$ cat src/verilog/lcs_pkg.sv
// Purpose: Shared constants of the loop control supervisor.
// Assumes: Percent values in 0.1 % steps, frequencies in 0.01 Hz steps.
// Notes:   Register offsets are byte addresses on the AXI4-Lite slave.
`default_nettype none
package lcs_pkg;
  // ----------------------------------------------------------------
  // Register map
  // ----------------------------------------------------------------
  localparam logic [7:0] ADDR_MODE    = 8'h00;
  localparam logic [7:0] ADDR_INSEL   = 8'h04;
  localparam logic [7:0] ADDR_OUTSEL  = 8'h0C;
  localparam logic [7:0] ADDR_UPPER   = 8'h14;
  localparam logic [7:0] ADDR_LOWER   = 8'h18;
  localparam logic [7:0] ADDR_SWITCH  = 8'h1C;
  localparam logic [7:0] ADDR_GAIN    = 8'h20;
  localparam logic [7:0] ADDR_BIAS    = 8'h24;
  localparam logic [7:0] ADDR_DISPSEL = 8'h28;
  localparam logic [7:0] ADDR_STATUS  = 8'h2C;
  localparam logic [7:0] ADDR_MONITOR = 8'h30;
  localparam logic [7:0] ADDR_FREQ    = 8'h34;
  localparam logic [1:0] RESP_OKAY    = 2'h0;
  localparam logic [1:0] RESP_SLVERR  = 2'h2;
  // ----------------------------------------------------------------
  // Mode and function codes
  // ----------------------------------------------------------------
  localparam logic [7:0] LAS_OFF      = 8'h00;
  localparam logic [7:0] LAS_DEV_A    = 8'h32;
  localparam logic [7:0] LAS_DEV_B    = 8'h33;
  localparam logic [7:0] LAS_SPMV_A   = 8'h3C;
  localparam logic [7:0] LAS_SPMV_B   = 8'h3D;
  localparam logic [7:0] FN_LOOP_EN   = 8'h0E;
  localparam logic [7:0] FN_LOWER     = 8'h0E;
  localparam logic [7:0] FN_UPPER     = 8'h0F;
  localparam logic [7:0] FN_DIR       = 8'h10;
  localparam logic [7:0] FN_ACTIVE    = 8'h2F;
  localparam logic [7:0] FN_NEG_BASE  = 8'h64;
  localparam logic [7:0] SEL_NONE     = 8'h63;
  localparam logic [7:0] MON_SP       = 8'h34;
  localparam logic [7:0] MON_MV       = 8'h35;
  localparam logic [7:0] MON_DEV      = 8'h36;
  // ----------------------------------------------------------------
  // Values and reset values
  // ----------------------------------------------------------------
  localparam logic [15:0] NO_FUNC      = 16'h270F;
  localparam logic [15:0] SW_MAX       = 16'h9C40;
  localparam logic [15:0] FULL_DEV     = 16'h03E8;
  localparam logic [15:0] DEV_OFFSET   = 16'h03E8;
  localparam logic signed [28:0] FULL_DEV_W = 29'sh00003E8;
  localparam logic [15:0] GAIN_RST     = 16'h1770;
  localparam logic [15:0] BIAS_RST     = 16'h0000;
  localparam logic [7:0]  DISP_RST     = 8'h00;
  // ----------------------------------------------------------------
  // Switchover states
  // ----------------------------------------------------------------
  typedef enum logic [2:0] {
    ST_IDLE  = 3'b001,
    ST_START = 3'b010,
    ST_LOOP  = 3'b100
  } lcs_state_t;
endpackage : lcs_pkg
`default_nettype wire

$ cat src/verilog/lcs_out_term.sv
// Purpose: One output terminal with function select and negative logic.
// Assumes: Level inputs are valid in the cycle they are sampled.
// Notes:   Output follows the chosen level one clock later.
`timescale 1ns/1ps
`default_nettype none
module lcs_out_term (
  // Clock and reset
  input  wire logic       clock,
  input  wire logic       srst,
  // Function select
  input  wire logic [7:0] sel,
  // Candidate levels
  input  wire logic       upper_lvl,
  input  wire logic       lower_lvl,
  input  wire logic       dir_lvl,
  input  wire logic       active_lvl,
  // Terminal
  output logic            out_q
);
  logic       neg;
  logic [7:0] base;
  logic       lvl;
  logic       out_d;

  // ----------------------------------------------------------------
  // Function decode
  // ----------------------------------------------------------------
  always_comb begin
    neg  = (sel >= lcs_pkg::FN_NEG_BASE);
    base = neg ? 8'(sel - lcs_pkg::FN_NEG_BASE) : sel;
    lvl  = 1'b0;
    if (base == lcs_pkg::FN_UPPER) lvl = upper_lvl;
    if (base == lcs_pkg::FN_LOWER) lvl = lower_lvl;
    if (base == lcs_pkg::FN_DIR) lvl = dir_lvl;
    if (base == lcs_pkg::FN_ACTIVE) lvl = active_lvl;
    out_d = lvl ^ neg;
  end

  always_ff @(posedge clock) begin
    if (srst) begin
      out_q <= 1'b0;
    end else begin
      out_q <= out_d;
    end
  end
endmodule : lcs_out_term
`default_nettype wire

$ cat src/verilog/lcs_top.sv
// Purpose: Supervisor around a drive's closed loop frequency controller.
// Assumes: Fieldbus values and pins are synchronous to clock.
// Notes:   Registers on an AXI4-Lite slave; outputs all registered.
//
// Added by the designer: the AXI4-Lite interface to the registers and the placing of the registers.
`timescale 1ns/1ps
`default_nettype none
module lcs_top #(
  parameter int N_IN  = 5,
  parameter int N_OUT = 6
) (
  // Clock and reset
  input  wire logic               clock,
  input  wire logic               srst,
  // AXI4-Lite write
  input  wire logic [7:0]         s_axi_awaddr,
  input  wire logic               s_axi_awvalid,
  output logic                    s_axi_awready,
  input  wire logic [31:0]        s_axi_wdata,
  input  wire logic [3:0]         s_axi_wstrb,
  input  wire logic               s_axi_wvalid,
  output logic                    s_axi_wready,
  output logic [1:0]              s_axi_bresp,
  output logic                    s_axi_bvalid,
  input  wire logic               s_axi_bready,
  // AXI4-Lite read
  input  wire logic [7:0]         s_axi_araddr,
  input  wire logic               s_axi_arvalid,
  output logic                    s_axi_arready,
  output logic [31:0]             s_axi_rdata,
  output logic [1:0]              s_axi_rresp,
  output logic                    s_axi_rvalid,
  input  wire logic               s_axi_rready,
  // Fieldbus master values
  input  wire logic [15:0]        fb_set_point,
  input  wire logic [15:0]        fb_measured,
  input  wire logic signed [15:0] fb_deviation,
  input  wire logic [N_IN-1:0]    fb_vterm,
  // Drive state and input terminals
  input  wire logic [N_IN-1:0]    in_pin,
  input  wire logic               run,
  input  wire logic               fwd,
  input  wire logic [15:0]        out_freq,
  // Results
  output logic [N_OUT-1:0]        out_term_q,
  output logic                    loop_active_q,
  output logic [15:0]             freq_cmd_q,
  output logic [15:0]             monitor_q
);
  if (N_IN < 1 || N_IN > 8 || N_OUT < 1 || N_OUT > 8) begin : g_bad
    $error("N_IN and N_OUT must lie in 1 to 8.");
  end

  // ----------------------------------------------------------------
  // Configuration registers
  // ----------------------------------------------------------------
  logic [7:0]  las_q, las_d, disp_q, disp_d;
  logic [7:0]  insel_q [N_IN];
  logic [7:0]  insel_d [N_IN];
  logic [7:0]  outsel_q [N_OUT];
  logic [7:0]  outsel_d [N_OUT];
  logic [15:0] upper_q, upper_d, lower_q, lower_d, sw_q, sw_d, gain_q, gain_d, bias_q, bias_d;
  // AXI state
  logic        aw_have_q, aw_have_d, w_have_q, w_have_d;
  logic [7:0]  aw_addr_q, aw_addr_d;
  logic [31:0] w_data_q, w_data_d;
  logic [3:0]  w_strb_q, w_strb_d;
  logic        awready_d, wready_d, bvalid_d, arready_d, rvalid_d;
  logic [1:0]  bresp_d, rresp_d;
  logic [31:0] rdata_d;
  logic        wr_en, wr_hit;

  function automatic logic [15:0] merge16(input logic [15:0] old, input logic [31:0] data,
                                          input logic [3:0] strb);
    logic [15:0] res;
    res = old;
    if (strb[0]) res[7:0] = data[7:0];
    if (strb[1]) res[15:8] = data[15:8];
    return res;
  endfunction : merge16

  // ----------------------------------------------------------------
  // Loop logic signals
  // ----------------------------------------------------------------
  lcs_pkg::lcs_state_t state_q, state_d;
  logic                assigned, enable_lvl, mode_dev, mode_spmv, want, sw_on;
  logic signed [16:0]  dev;
  logic [15:0]         devc, mon_d, freq_d;
  logic signed [16:0]  span;
  logic signed [28:0]  quot;
  logic                upper_lvl, lower_lvl;

  // ----------------------------------------------------------------
  // AXI4-Lite slave
  // ----------------------------------------------------------------
  always_comb begin
    wr_en     = aw_have_q && w_have_q && !s_axi_bvalid;
    aw_have_d = aw_have_q;
    aw_addr_d = aw_addr_q;
    w_have_d  = w_have_q;
    w_data_d  = w_data_q;
    w_strb_d  = w_strb_q;
    bvalid_d  = s_axi_bvalid;
    bresp_d   = s_axi_bresp;
    if (s_axi_awvalid && s_axi_awready) begin
      aw_have_d = 1'b1;
      aw_addr_d = s_axi_awaddr;
    end
    if (s_axi_wvalid && s_axi_wready) begin
      w_have_d = 1'b1;
      w_data_d = s_axi_wdata;
      w_strb_d = s_axi_wstrb;
    end
    if (s_axi_bvalid && s_axi_bready) bvalid_d = 1'b0;
    if (wr_en) begin
      aw_have_d = 1'b0;
      w_have_d  = 1'b0;
      bvalid_d  = 1'b1;
      bresp_d   = wr_hit ? lcs_pkg::RESP_OKAY : lcs_pkg::RESP_SLVERR;
    end
    awready_d = !aw_have_d && !bvalid_d;
    wready_d  = !w_have_d && !bvalid_d;
    rvalid_d  = s_axi_rvalid;
    rdata_d   = s_axi_rdata;
    rresp_d   = s_axi_rresp;
    if (s_axi_rvalid && s_axi_rready) rvalid_d = 1'b0;
    if (s_axi_arvalid && s_axi_arready) begin
      rvalid_d = 1'b1;
      rresp_d  = lcs_pkg::RESP_OKAY;
      rdata_d  = 32'h0000_0000;
      unique case (s_axi_araddr)
        lcs_pkg::ADDR_MODE:    rdata_d[7:0] = las_q;
        lcs_pkg::ADDR_UPPER:   rdata_d[15:0] = upper_q;
        lcs_pkg::ADDR_LOWER:   rdata_d[15:0] = lower_q;
        lcs_pkg::ADDR_SWITCH:  rdata_d[15:0] = sw_q;
        lcs_pkg::ADDR_GAIN:    rdata_d[15:0] = gain_q;
        lcs_pkg::ADDR_BIAS:    rdata_d[15:0] = bias_q;
        lcs_pkg::ADDR_DISPSEL: rdata_d[7:0] = disp_q;
        lcs_pkg::ADDR_STATUS:  rdata_d[5:0] = {upper_lvl, lower_lvl, state_q, loop_active_q};
        lcs_pkg::ADDR_MONITOR: rdata_d[15:0] = monitor_q;
        lcs_pkg::ADDR_FREQ:    rdata_d[15:0] = freq_cmd_q;
        default: begin
          rresp_d = lcs_pkg::RESP_SLVERR;
          for (int i = 0; i < N_IN; i++) begin
            if (s_axi_araddr == 8'(lcs_pkg::ADDR_INSEL + 8'(4 * (i / 4)))) begin
              rresp_d = lcs_pkg::RESP_OKAY;
              rdata_d[8*(i%4) +: 8] = insel_q[i];
            end
          end
          for (int i = 0; i < N_OUT; i++) begin
            if (s_axi_araddr == 8'(lcs_pkg::ADDR_OUTSEL + 8'(4 * (i / 4)))) begin
              rresp_d = lcs_pkg::RESP_OKAY;
              rdata_d[8*(i%4) +: 8] = outsel_q[i];
            end
          end
        end
      endcase
    end
    arready_d = !rvalid_d;
  end

  // Register writes.
  always_comb begin
    las_d   = las_q;
    disp_d  = disp_q;
    upper_d = upper_q;
    lower_d = lower_q;
    sw_d    = sw_q;
    gain_d  = gain_q;
    bias_d  = bias_q;
    insel_d  = insel_q;
    outsel_d = outsel_q;
    wr_hit  = 1'b1;
    unique case (aw_addr_q)
      lcs_pkg::ADDR_MODE:    if (wr_en && w_strb_q[0]) las_d = w_data_q[7:0];
      lcs_pkg::ADDR_UPPER:   if (wr_en) upper_d = merge16(upper_q, w_data_q, w_strb_q);
      lcs_pkg::ADDR_LOWER:   if (wr_en) lower_d = merge16(lower_q, w_data_q, w_strb_q);
      lcs_pkg::ADDR_SWITCH:  if (wr_en) sw_d = merge16(sw_q, w_data_q, w_strb_q);
      lcs_pkg::ADDR_GAIN:    if (wr_en) gain_d = merge16(gain_q, w_data_q, w_strb_q);
      lcs_pkg::ADDR_BIAS:    if (wr_en) bias_d = merge16(bias_q, w_data_q, w_strb_q);
      lcs_pkg::ADDR_DISPSEL: if (wr_en && w_strb_q[0]) disp_d = w_data_q[7:0];
      lcs_pkg::ADDR_STATUS, lcs_pkg::ADDR_MONITOR, lcs_pkg::ADDR_FREQ: wr_hit = 1'b1;
      default: begin
        wr_hit = 1'b0;
        for (int i = 0; i < N_IN; i++) begin
          if (aw_addr_q == 8'(lcs_pkg::ADDR_INSEL + 8'(4 * (i / 4)))) begin
            wr_hit = 1'b1;
            if (wr_en && w_strb_q[i%4]) insel_d[i] = w_data_q[8*(i%4) +: 8];
          end
        end
        for (int i = 0; i < N_OUT; i++) begin
          if (aw_addr_q == 8'(lcs_pkg::ADDR_OUTSEL + 8'(4 * (i / 4)))) begin
            wr_hit = 1'b1;
            if (wr_en && w_strb_q[i%4]) outsel_d[i] = w_data_q[8*(i%4) +: 8];
          end
        end
      end
    endcase
  end

  // ----------------------------------------------------------------
  // Loop enable, switchover and arithmetic
  // ----------------------------------------------------------------
  always_comb begin
    assigned   = 1'b0;
    enable_lvl = 1'b0;
    for (int i = 0; i < N_IN; i++) begin
      if (insel_q[i] == lcs_pkg::FN_LOOP_EN) begin
        assigned   = 1'b1;
        enable_lvl = enable_lvl | in_pin[i] | fb_vterm[i];
      end
    end
    mode_dev  = (las_q == lcs_pkg::LAS_DEV_A) || (las_q == lcs_pkg::LAS_DEV_B);
    mode_spmv = (las_q == lcs_pkg::LAS_SPMV_A) || (las_q == lcs_pkg::LAS_SPMV_B);
    want      = (mode_dev || mode_spmv) && (!assigned || enable_lvl) && run;
    sw_on     = (sw_q != lcs_pkg::NO_FUNC) && (sw_q <= lcs_pkg::SW_MAX);
    state_d   = state_q;
    unique case (state_q)
      lcs_pkg::ST_IDLE:  if (want) state_d = sw_on ? lcs_pkg::ST_START : lcs_pkg::ST_LOOP;
      lcs_pkg::ST_START: begin
        if (!want) state_d = lcs_pkg::ST_IDLE;
        else if (!sw_on || (out_freq >= sw_q)) state_d = lcs_pkg::ST_LOOP;
      end
      lcs_pkg::ST_LOOP:  if (!want) state_d = lcs_pkg::ST_IDLE;
      default:           state_d = lcs_pkg::ST_IDLE;
    endcase
    if (mode_dev) dev = 17'(fb_deviation);
    else dev = $signed({1'b0, fb_set_point}) - $signed({1'b0, fb_measured});
    if (dev < 0) devc = 16'h0000;
    else if (dev > $signed({1'b0, lcs_pkg::FULL_DEV})) devc = lcs_pkg::FULL_DEV;
    else devc = 16'(dev);
    span   = $signed({1'b0, gain_q}) - $signed({1'b0, bias_q});
    quot   = (29'(span) * $signed({13'h0000, devc})) / lcs_pkg::FULL_DEV_W;
    freq_d = 16'(17'(bias_q) + 17'(quot));
    upper_lvl = mode_spmv && (upper_q != lcs_pkg::NO_FUNC) && (fb_measured > upper_q);
    lower_lvl = mode_spmv && (lower_q != lcs_pkg::NO_FUNC) && (fb_measured < lower_q);
    unique case (disp_q)
      lcs_pkg::MON_SP:  mon_d = fb_set_point;
      lcs_pkg::MON_MV:  mon_d = fb_measured;
      lcs_pkg::MON_DEV: mon_d = 16'(dev + $signed({1'b0, lcs_pkg::DEV_OFFSET}));
      default:          mon_d = 16'h0000;
    endcase
  end

  always_ff @(posedge clock) begin
    if (srst) begin
      las_q         <= lcs_pkg::LAS_OFF;
      disp_q        <= lcs_pkg::DISP_RST;
      upper_q       <= lcs_pkg::NO_FUNC;
      lower_q       <= lcs_pkg::NO_FUNC;
      sw_q          <= lcs_pkg::NO_FUNC;
      gain_q        <= lcs_pkg::GAIN_RST;
      bias_q        <= lcs_pkg::BIAS_RST;
      for (int i = 0; i < N_IN; i++) insel_q[i] <= lcs_pkg::SEL_NONE;
      for (int i = 0; i < N_OUT; i++) outsel_q[i] <= lcs_pkg::SEL_NONE;
      aw_have_q     <= 1'b0;
      aw_addr_q     <= 8'h00;
      w_have_q      <= 1'b0;
      w_data_q      <= 32'h0000_0000;
      w_strb_q      <= 4'h0;
      s_axi_awready <= 1'b0;
      s_axi_wready  <= 1'b0;
      s_axi_bvalid  <= 1'b0;
      s_axi_bresp   <= lcs_pkg::RESP_OKAY;
      s_axi_arready <= 1'b0;
      s_axi_rvalid  <= 1'b0;
      s_axi_rresp   <= lcs_pkg::RESP_OKAY;
      s_axi_rdata   <= 32'h0000_0000;
      state_q       <= lcs_pkg::ST_IDLE;
      loop_active_q <= 1'b0;
      freq_cmd_q    <= lcs_pkg::BIAS_RST;
      monitor_q     <= 16'h0000;
    end else begin
      las_q         <= las_d;
      disp_q        <= disp_d;
      upper_q       <= upper_d;
      lower_q       <= lower_d;
      sw_q          <= sw_d;
      gain_q        <= gain_d;
      bias_q        <= bias_d;
      insel_q       <= insel_d;
      outsel_q      <= outsel_d;
      aw_have_q     <= aw_have_d;
      aw_addr_q     <= aw_addr_d;
      w_have_q      <= w_have_d;
      w_data_q      <= w_data_d;
      w_strb_q      <= w_strb_d;
      s_axi_awready <= awready_d;
      s_axi_wready  <= wready_d;
      s_axi_bvalid  <= bvalid_d;
      s_axi_bresp   <= bresp_d;
      s_axi_arready <= arready_d;
      s_axi_rvalid  <= rvalid_d;
      s_axi_rresp   <= rresp_d;
      s_axi_rdata   <= rdata_d;
      state_q       <= state_d;
      loop_active_q <= (state_d == lcs_pkg::ST_LOOP);
      freq_cmd_q    <= freq_d;
      monitor_q     <= mon_d;
    end
  end

  // ----------------------------------------------------------------
  // Output terminals
  // ----------------------------------------------------------------
  for (genvar g = 0; g < N_OUT; g++) begin : g_out
    lcs_out_term u_term (
      .clock      (clock),
      .srst       (srst),
      .sel        (outsel_q[g]),
      .upper_lvl  (upper_lvl),
      .lower_lvl  (lower_lvl),
      .dir_lvl    (run && fwd),
      .active_lvl (state_q == lcs_pkg::ST_LOOP),
      .out_q      (out_term_q[g])
    );
  end
endmodule : lcs_top
`default_nettype wire

$ cat config.mk
export PLATFORM = sky130hd
export DESIGN_NAME = lcs_top
export DESIGN_NICKNAME = d
export VERILOG_FILES = /design/src/verilog/lcs_pkg.sv /design/src/verilog/lcs_out_term.sv /design/src/verilog/lcs_top.sv
export SDC_FILE = /design/constraint.sdc
export NUM_CORES = 2
export LEC_CHECK = 0
export BUFFER_PORTS_ARGS = -buffer_cell sky130_fd_sc_hd__buf_2
export CAP_MARGIN = 20
export CORE_ASPECT_RATIO = 0.5
export CORE_UTILIZATION = 49
export DETAILED_ROUTE_END_ITERATION = 6
export PLACE_DENSITY_LB_ADDON = 0.3
export SLEW_MARGIN = 10
export SYNTH_ARGS = -nofsm -noshare
export SYNTH_HDL_FRONTEND = slang
export SYNTH_SLANG_ARGS = --single-unit
$ cat constraint.sdc
create_clock -name clock -period 36.6 [get_ports clock]
set_clock_uncertainty 0.1 [all_clocks]
set_input_delay 7.32 -clock clock [delete_from_list [all_inputs] [get_ports clock]]
set_output_delay 7.32 -clock clock [all_outputs]
set_load 0.005 [all_outputs]
* Word-level counts from Yosys, hierarchy flattened
Cells that the tools add are included.
Storage, ports and cells: register bits after elaboration 313, input port bits 135, output and inout port bits 80, logic and storage cells 300
Cells by class: $add $sub $neg 10, multiply operators 1, div/mod/pow operators 1, order comparisons 12, eq/ne operators 69, multiplexer cells 84, bitwise logic cells 16, reductions and logical operators 61
Operators by type and width (number):
- 8-bit by 6-bit equality test with 1-bit output, second input constant | 25
- 8-bit by 4-bit equality test with 1-bit output, second input constant | 21
- 8-bit 2-to-1 mux | 17
- 8-bit by 5-bit equality test with 1-bit output, second input constant | 14
- 8-bit case mux with 8 select lines | 1
- 3-bit AND reduction | 21
- 6-bit case mux with 10 select lines | 1
- 8-bit by 7-bit >= comparator with 1-bit output, second input constant | 6
- 16-bit 2-to-1 mux | 3
- 16-bit by 14-bit != test with 1-bit output, second input constant | 3
- 16-bit case mux with 3 select lines | 1
- 8-bit by 7-bit subtractor with 8-bit output, second input constant | 6
- 1-bit 2-to-1 mux | 47
- 16-bit by 16-bit subtractor with 17-bit output | 2
- 29-bit by 11-bit divider with 29-bit output, second input constant | 1
- 17-bit by 17-bit multiplier with 29-bit output | 1
- 1-bit logical AND | 21
- 2-bit case mux with 10 select lines | 1
- 10-bit OR reduction | 2
- 17-bit by 11-bit greater-than comparator with 1-bit output, second input constant | 1
- 17-bit by 1-bit less-than comparator with 1-bit output, second input constant | 1
- 17-bit 2-to-1 mux | 1
- 16-bit by 11-bit adder with 16-bit output, second input constant | 1
- 16-bit adder | 1
- other kinds (19) | 55

* Longest topological paths before layout
depth in word-level cells 20, depth in mapped cells 119, mapped depth without buffers 109

* Modules after synthesis
Synthesis repeated with hierarchy kept, for this count alone.
Second synthesis, totals: cells, all modules 4237, area, all modules 34020.1 um^2
By module, submodules not included:
- lcs_top | times used 1, cells each 3991, area each 32233.4 um^2, seq. area each 6105.9 um^2
- lcs_out_term | times used 6, cells each 41, area each 297.8 um^2, seq. area each 20.0 um^2

* Worst setup path after synthesis
Ideal clock, no wire load.
path type in2reg, start in fb_set_point[0], end reg freq_cmd_q[15], data arrival time 31.304 ns, slack 5.068 ns, cell stages on the path 109, path through inv_1 -> ha_1 -> fa_1 -> nor2b_1 -> o21a_1 -> or4_1 -> and3_1 -> inv_2 -> ha_1 -> a2111oi_0 -> o211ai_1 -> a221oi_1 -> and2_1 -> and4b_1 -> clkbuf_1 -> a21oi_1 -> clkbuf_1 -> nand2_1 -> (+73 left out) -> a21o_1 -> a21o_1 -> a21o_1 -> a21oi_1 -> o21bai_1 -> a21oi_1 -> o21bai_1 -> a21oi_1 -> o21bai_1 -> a21oi_1 -> o21bai_1 -> a21oi_1 -> o21bai_1 -> a21oi_1 -> xnor2_1 -> xnor2_1 -> xnor2_1 -> nor2_1
On the way: word-level cells in the longest chain between the ends 8, elaborated cells on any way between the ends 9, classes of those cells add/sub (2); mul (1); div (1); order compare (2); mux (3)
RTL lines:
- start, declared | RTL line lcs_top.sv:35 | input wire logic [15:0] fb_set_point,
- 16-bit by 16-bit subtractor with 17-bit output * | RTL line lcs_top.sv:228 | else dev = $signed({1'b0, fb_set_point}) - $signed({1'b0, fb_measured});
- 17-bit 2-to-1 mux * | RTL line lcs_top.sv:227 | if (mode_dev) dev = 17'(fb_deviation);
- 17-bit by 11-bit greater-than comparator with 1-bit output | RTL line lcs_top.sv:230 | else if (dev > $signed({1'b0, lcs_pkg::FULL_DEV})) devc = lcs_pkg::FULL_DEV;
- 16-bit 2-to-1 mux | RTL line lcs_top.sv:230
- 16-bit 2-to-1 mux * | RTL line lcs_top.sv:229 | if (dev < 0) devc = 16'h0000;
- 17-bit by 17-bit multiplier with 29-bit output * | RTL line lcs_top.sv:233 | quot = (29'(span) * $signed({13'h0000, devc})) / lcs_pkg::FULL_DEV_W;
- 29-bit by 11-bit divider with 29-bit output * | RTL line lcs_top.sv:233
- 16-bit adder * | RTL line lcs_top.sv:234 | freq_d = 16'(17'(bias_q) + 17'(quot));
- end signal, assigned | RTL line lcs_top.sv:271 | freq_cmd_q <= lcs_pkg::BIAS_RST;
- end signal, assigned | RTL line lcs_top.sv:298 | freq_cmd_q <= freq_d;
- end, declared | RTL line lcs_top.sv:47 | output logic [15:0] freq_cmd_q,
Mark *: on every way between the ends. The rest lies on a longest branch, timed or not. A chain may end at the register's enable or synchronous reset.

* Worst setup path after layout
Ends and elaborated chain as after synthesis.

==> impl_results.md <==
- Hold Path Class: reg -> reg
- Final min period: ~35000 ps
- Die W: between 300 and 400 um
- Register area share after synthesis: 0.183
- DRC viols: 0
- CTS buffer count: 35
- Most common cell on crit path: a21oi_1
- Post-synth top area cell: dfxtp_1
- Layout cell share with drive strength beyond 1: 0.106
- Reg-to-reg slack, setup: 8060 ps
- Wirelength per Cell: 19.6 um
- Via count: ~32000
- GPL Wtd Cong: 0.966
- Status: finished, final reports clean
- Setup TNS: 0 ps
- Die ar.: 0.0706 mm^2
- Yosys warns: 0
- GRT overflow: 0
- Post-synth top area share: 0.183
- Via density: between 6 and 7
- First-pass GRT wire length: between 150000 and 200000 um
- Post-Syn Area per Cell: around 8 um^2
- Post-synth EDFFs: 0
- Post-Syn Instances: between 4000 and 5000
- Vias in the first global route: between 30000 and 40000
- Critical path's slowest cell: or4_1
- Hold path startpoint: aw_have_q
- Worst setup EP type: flip-flop
- Max cap viols: 0
- CP startpoint: fb_set_point[0]
- Fmax: about 29 MHz
- Clock root buffer: clkbuf_16
- Final #Nets: approximately 5000
- Core ar.: ~0.068 mm^2
- Initial antenna violation count: 2
- Critical R2R Launch: bias_q[0]
- Hold Fails Final Rpt: 0
- Final Non-Filler Cells: between 5000 and 6000
- Worst-Skew Late Latency: about 510 ps
- Final period util: 0.951
- Least-Margin Pin Slew: between 1000 and 1500 ps
- Top cells by area, synth: dfxtp_1 18%, fa_1 14%, ha_1 6.8%
- CTS tree: yes
- Critical path type: in -> reg
- Slew Limit Fails: 0
- ANT cells: 0
- Synthesized area: 0.0341 mm^2
- Top FF cell, synth: dfxtp_1
- Yosys reg bits: around 310
- Slew Limit Headroom: 0.234
- Worst-path clk slew: roughly 60 ps
- Largest net degree at the start of global routing: 129
- Initial core utilization: 0.502
- Clock Tree Buf Depth: 3
- WP data arrival: between 30000 and 40000 ps
- Cell total after placement: around 5300
- Port bufs: 212
- RSZ-0062 raised after global routing: false
- Io pins: approximately 220
- Cell variety after synth: 141
- Initial drt markers: 2968
- DRT Wirelength: around 100000 um
- Synth-to-layout area growth: 9.74%
- Crit path max fanout: 15
- Hpwl dp: roughly 80000 um
- Hold Buf Count CTS: 0
- Htree depth: 2
- Element type at the critical path start: primary input
- Delay of the slowest cell on the worst path: 610 ps
- Final setup viols: 0
- Sinks on Clock Net: roughly 310
- DRT antenna net count: 0
- Total global-route track usage: 0.291
- Die height: about 190 um
- Num rows: 67
- Worst path required time: ~37000 ps
- Async SR Flop Fraction: 0
- Pre-antenna DRT Iters: 6
-- path summary, 6_finish.rpt --
| kind | cells after the start | end |
|---|---|---|
| hold reg to reg | 1 | s_axi_awready |
| hold / removal | 1 | s_axi_awready |
| setup / recovery | 106 | freq_cmd_q[15] |
| setup reg to reg | 105 | freq_cmd_q[15] |
-- per-stage QoR --
stage,utilization,cell area (um^2),worst slack [ps],hold WS [ps]
finish,0.551,37400,1790,350
global route,0.551,37400,68.1,370
CTS,0.549,37200,957,351
detailed placement,0.532,36100,507,338
global placement,0.532,36100,1100,339
floorplan,-,34400,5070,326
-- synth_stat cells (39+ instances only) --
cell / count
a211o_1: 85
a21o_1: 47
a21oi_1: 218
a221oi_1: 47
a22oi_1: 44
and2_1: 41
and3_1: 47
clkbuf_1: 145
dfxtp_1: 311
fa_1: 244
ha_1: 186
inv_1: 479
mux2i_1: 134
nand2_1: 392
nand2b_1: 39
nand3_1: 74
nand4_1: 44
nor2_1: 460
nor2b_1: 68
nor3_1: 89
o211ai_1: 41
o21ai_0: 92
xnor2_1: 141
xor2_1: 49
-- layer usage --
metal | up-vias | track usage | wire [um]
li1 | 15090 | - | -
met1 | 15637 | 0.396 | 44800
met2 | 1294 | 0.480 | 47700
met3 | 247 | 0.0310 | 7990
met4 | 4 | 0.105 | 4100
met5 | - | 0 | 21
-- logic make-up after synthesis --
kind of cell	synth area share
xor+xnor	0.0511
fa+ha+maj	0.213
buf+inv	0.0767
compound gates	0.219
mux	0.0494
flops	0.183
simple gates	0.207
other cells	0.000221
-- area by class of cell --
class | count | area [um^2]
Clock buffer | 55 | 1070
Clock inverter | 6 | 35.0
Fill cell | 6311 | 30400
Inverter | 488 | 1830
Multi-Input combinational cell | 3333 | 25700
Sequential cell | 311 | 6230
Tap cell | 897 | 1120
Timing Repair Buffer | 256 | 1400
-- critical path: cells and delay by family --
kind	cells	cell delay, ps
AOI/OAI and AO/OA	50	12700
and+or+nand+nor	26	6890
muxes	4	1300
adders and majority gates	12	4930
xor gates and xnor gates	5	1160
buffers and inverters	9	730
-- sequential cells by signal (all words and copies together) (netlist names), 3 cells and up --
| register | cells |
|---|---|
| outsel_q | 48 |
| insel_q | 40 |
| s_axi_rdata | 32 |
| w_data_q | 32 |
| bias_q | 16 |
| freq_cmd_q | 16 |
| gain_q | 16 |
| lower_q | 16 |
| monitor_q | 16 |
| sw_q | 16 |
| upper_q | 16 |
| aw_addr_q | 8 |
| disp_q | 8 |
| las_q | 8 |
| g_out.u_term.out_q | 6 |
| w_strb_q | 4 |
| state_q | 3 |
-- what timing repair did --
action                                  4_1_cts  5_1_grt
hold endpoints to repair                      0        0
endpoints found under the setup margin        0        8
resized for setup                             0       22
setup buffers                                 0        3
-- cells in the final DEF (no fill, tap or decap), drive strengths merged, types with 18 or more instances in the layout --
cell type  count
o31ai         36
mux2          28
a22oi         46
o211ai        42
ha           186
nor3          92
a211o         85
a21o          48
nand4         45
nand2b        39
a31o          18
and3          49
nand3         75
dfxtp        311
nor3b         19
o21a          21
or3           25
xnor2        144
nor2         462
nor4          33
nand2        394
conb          94
o21bai        33
buf          255
a211oi        32
or2           24
xor2          50
fa           244
clkbuf        56
a22o          18
a21oi        228
a31oi         32
mux2i        135
o21ai        117
a221oi        48
nand3b        23
inv          483
and2          45
nor2b         68
Power is left out: the tool's default activity adds up to more than one toggle a clock period on the data nets, which glitch-free logic cannot reach.
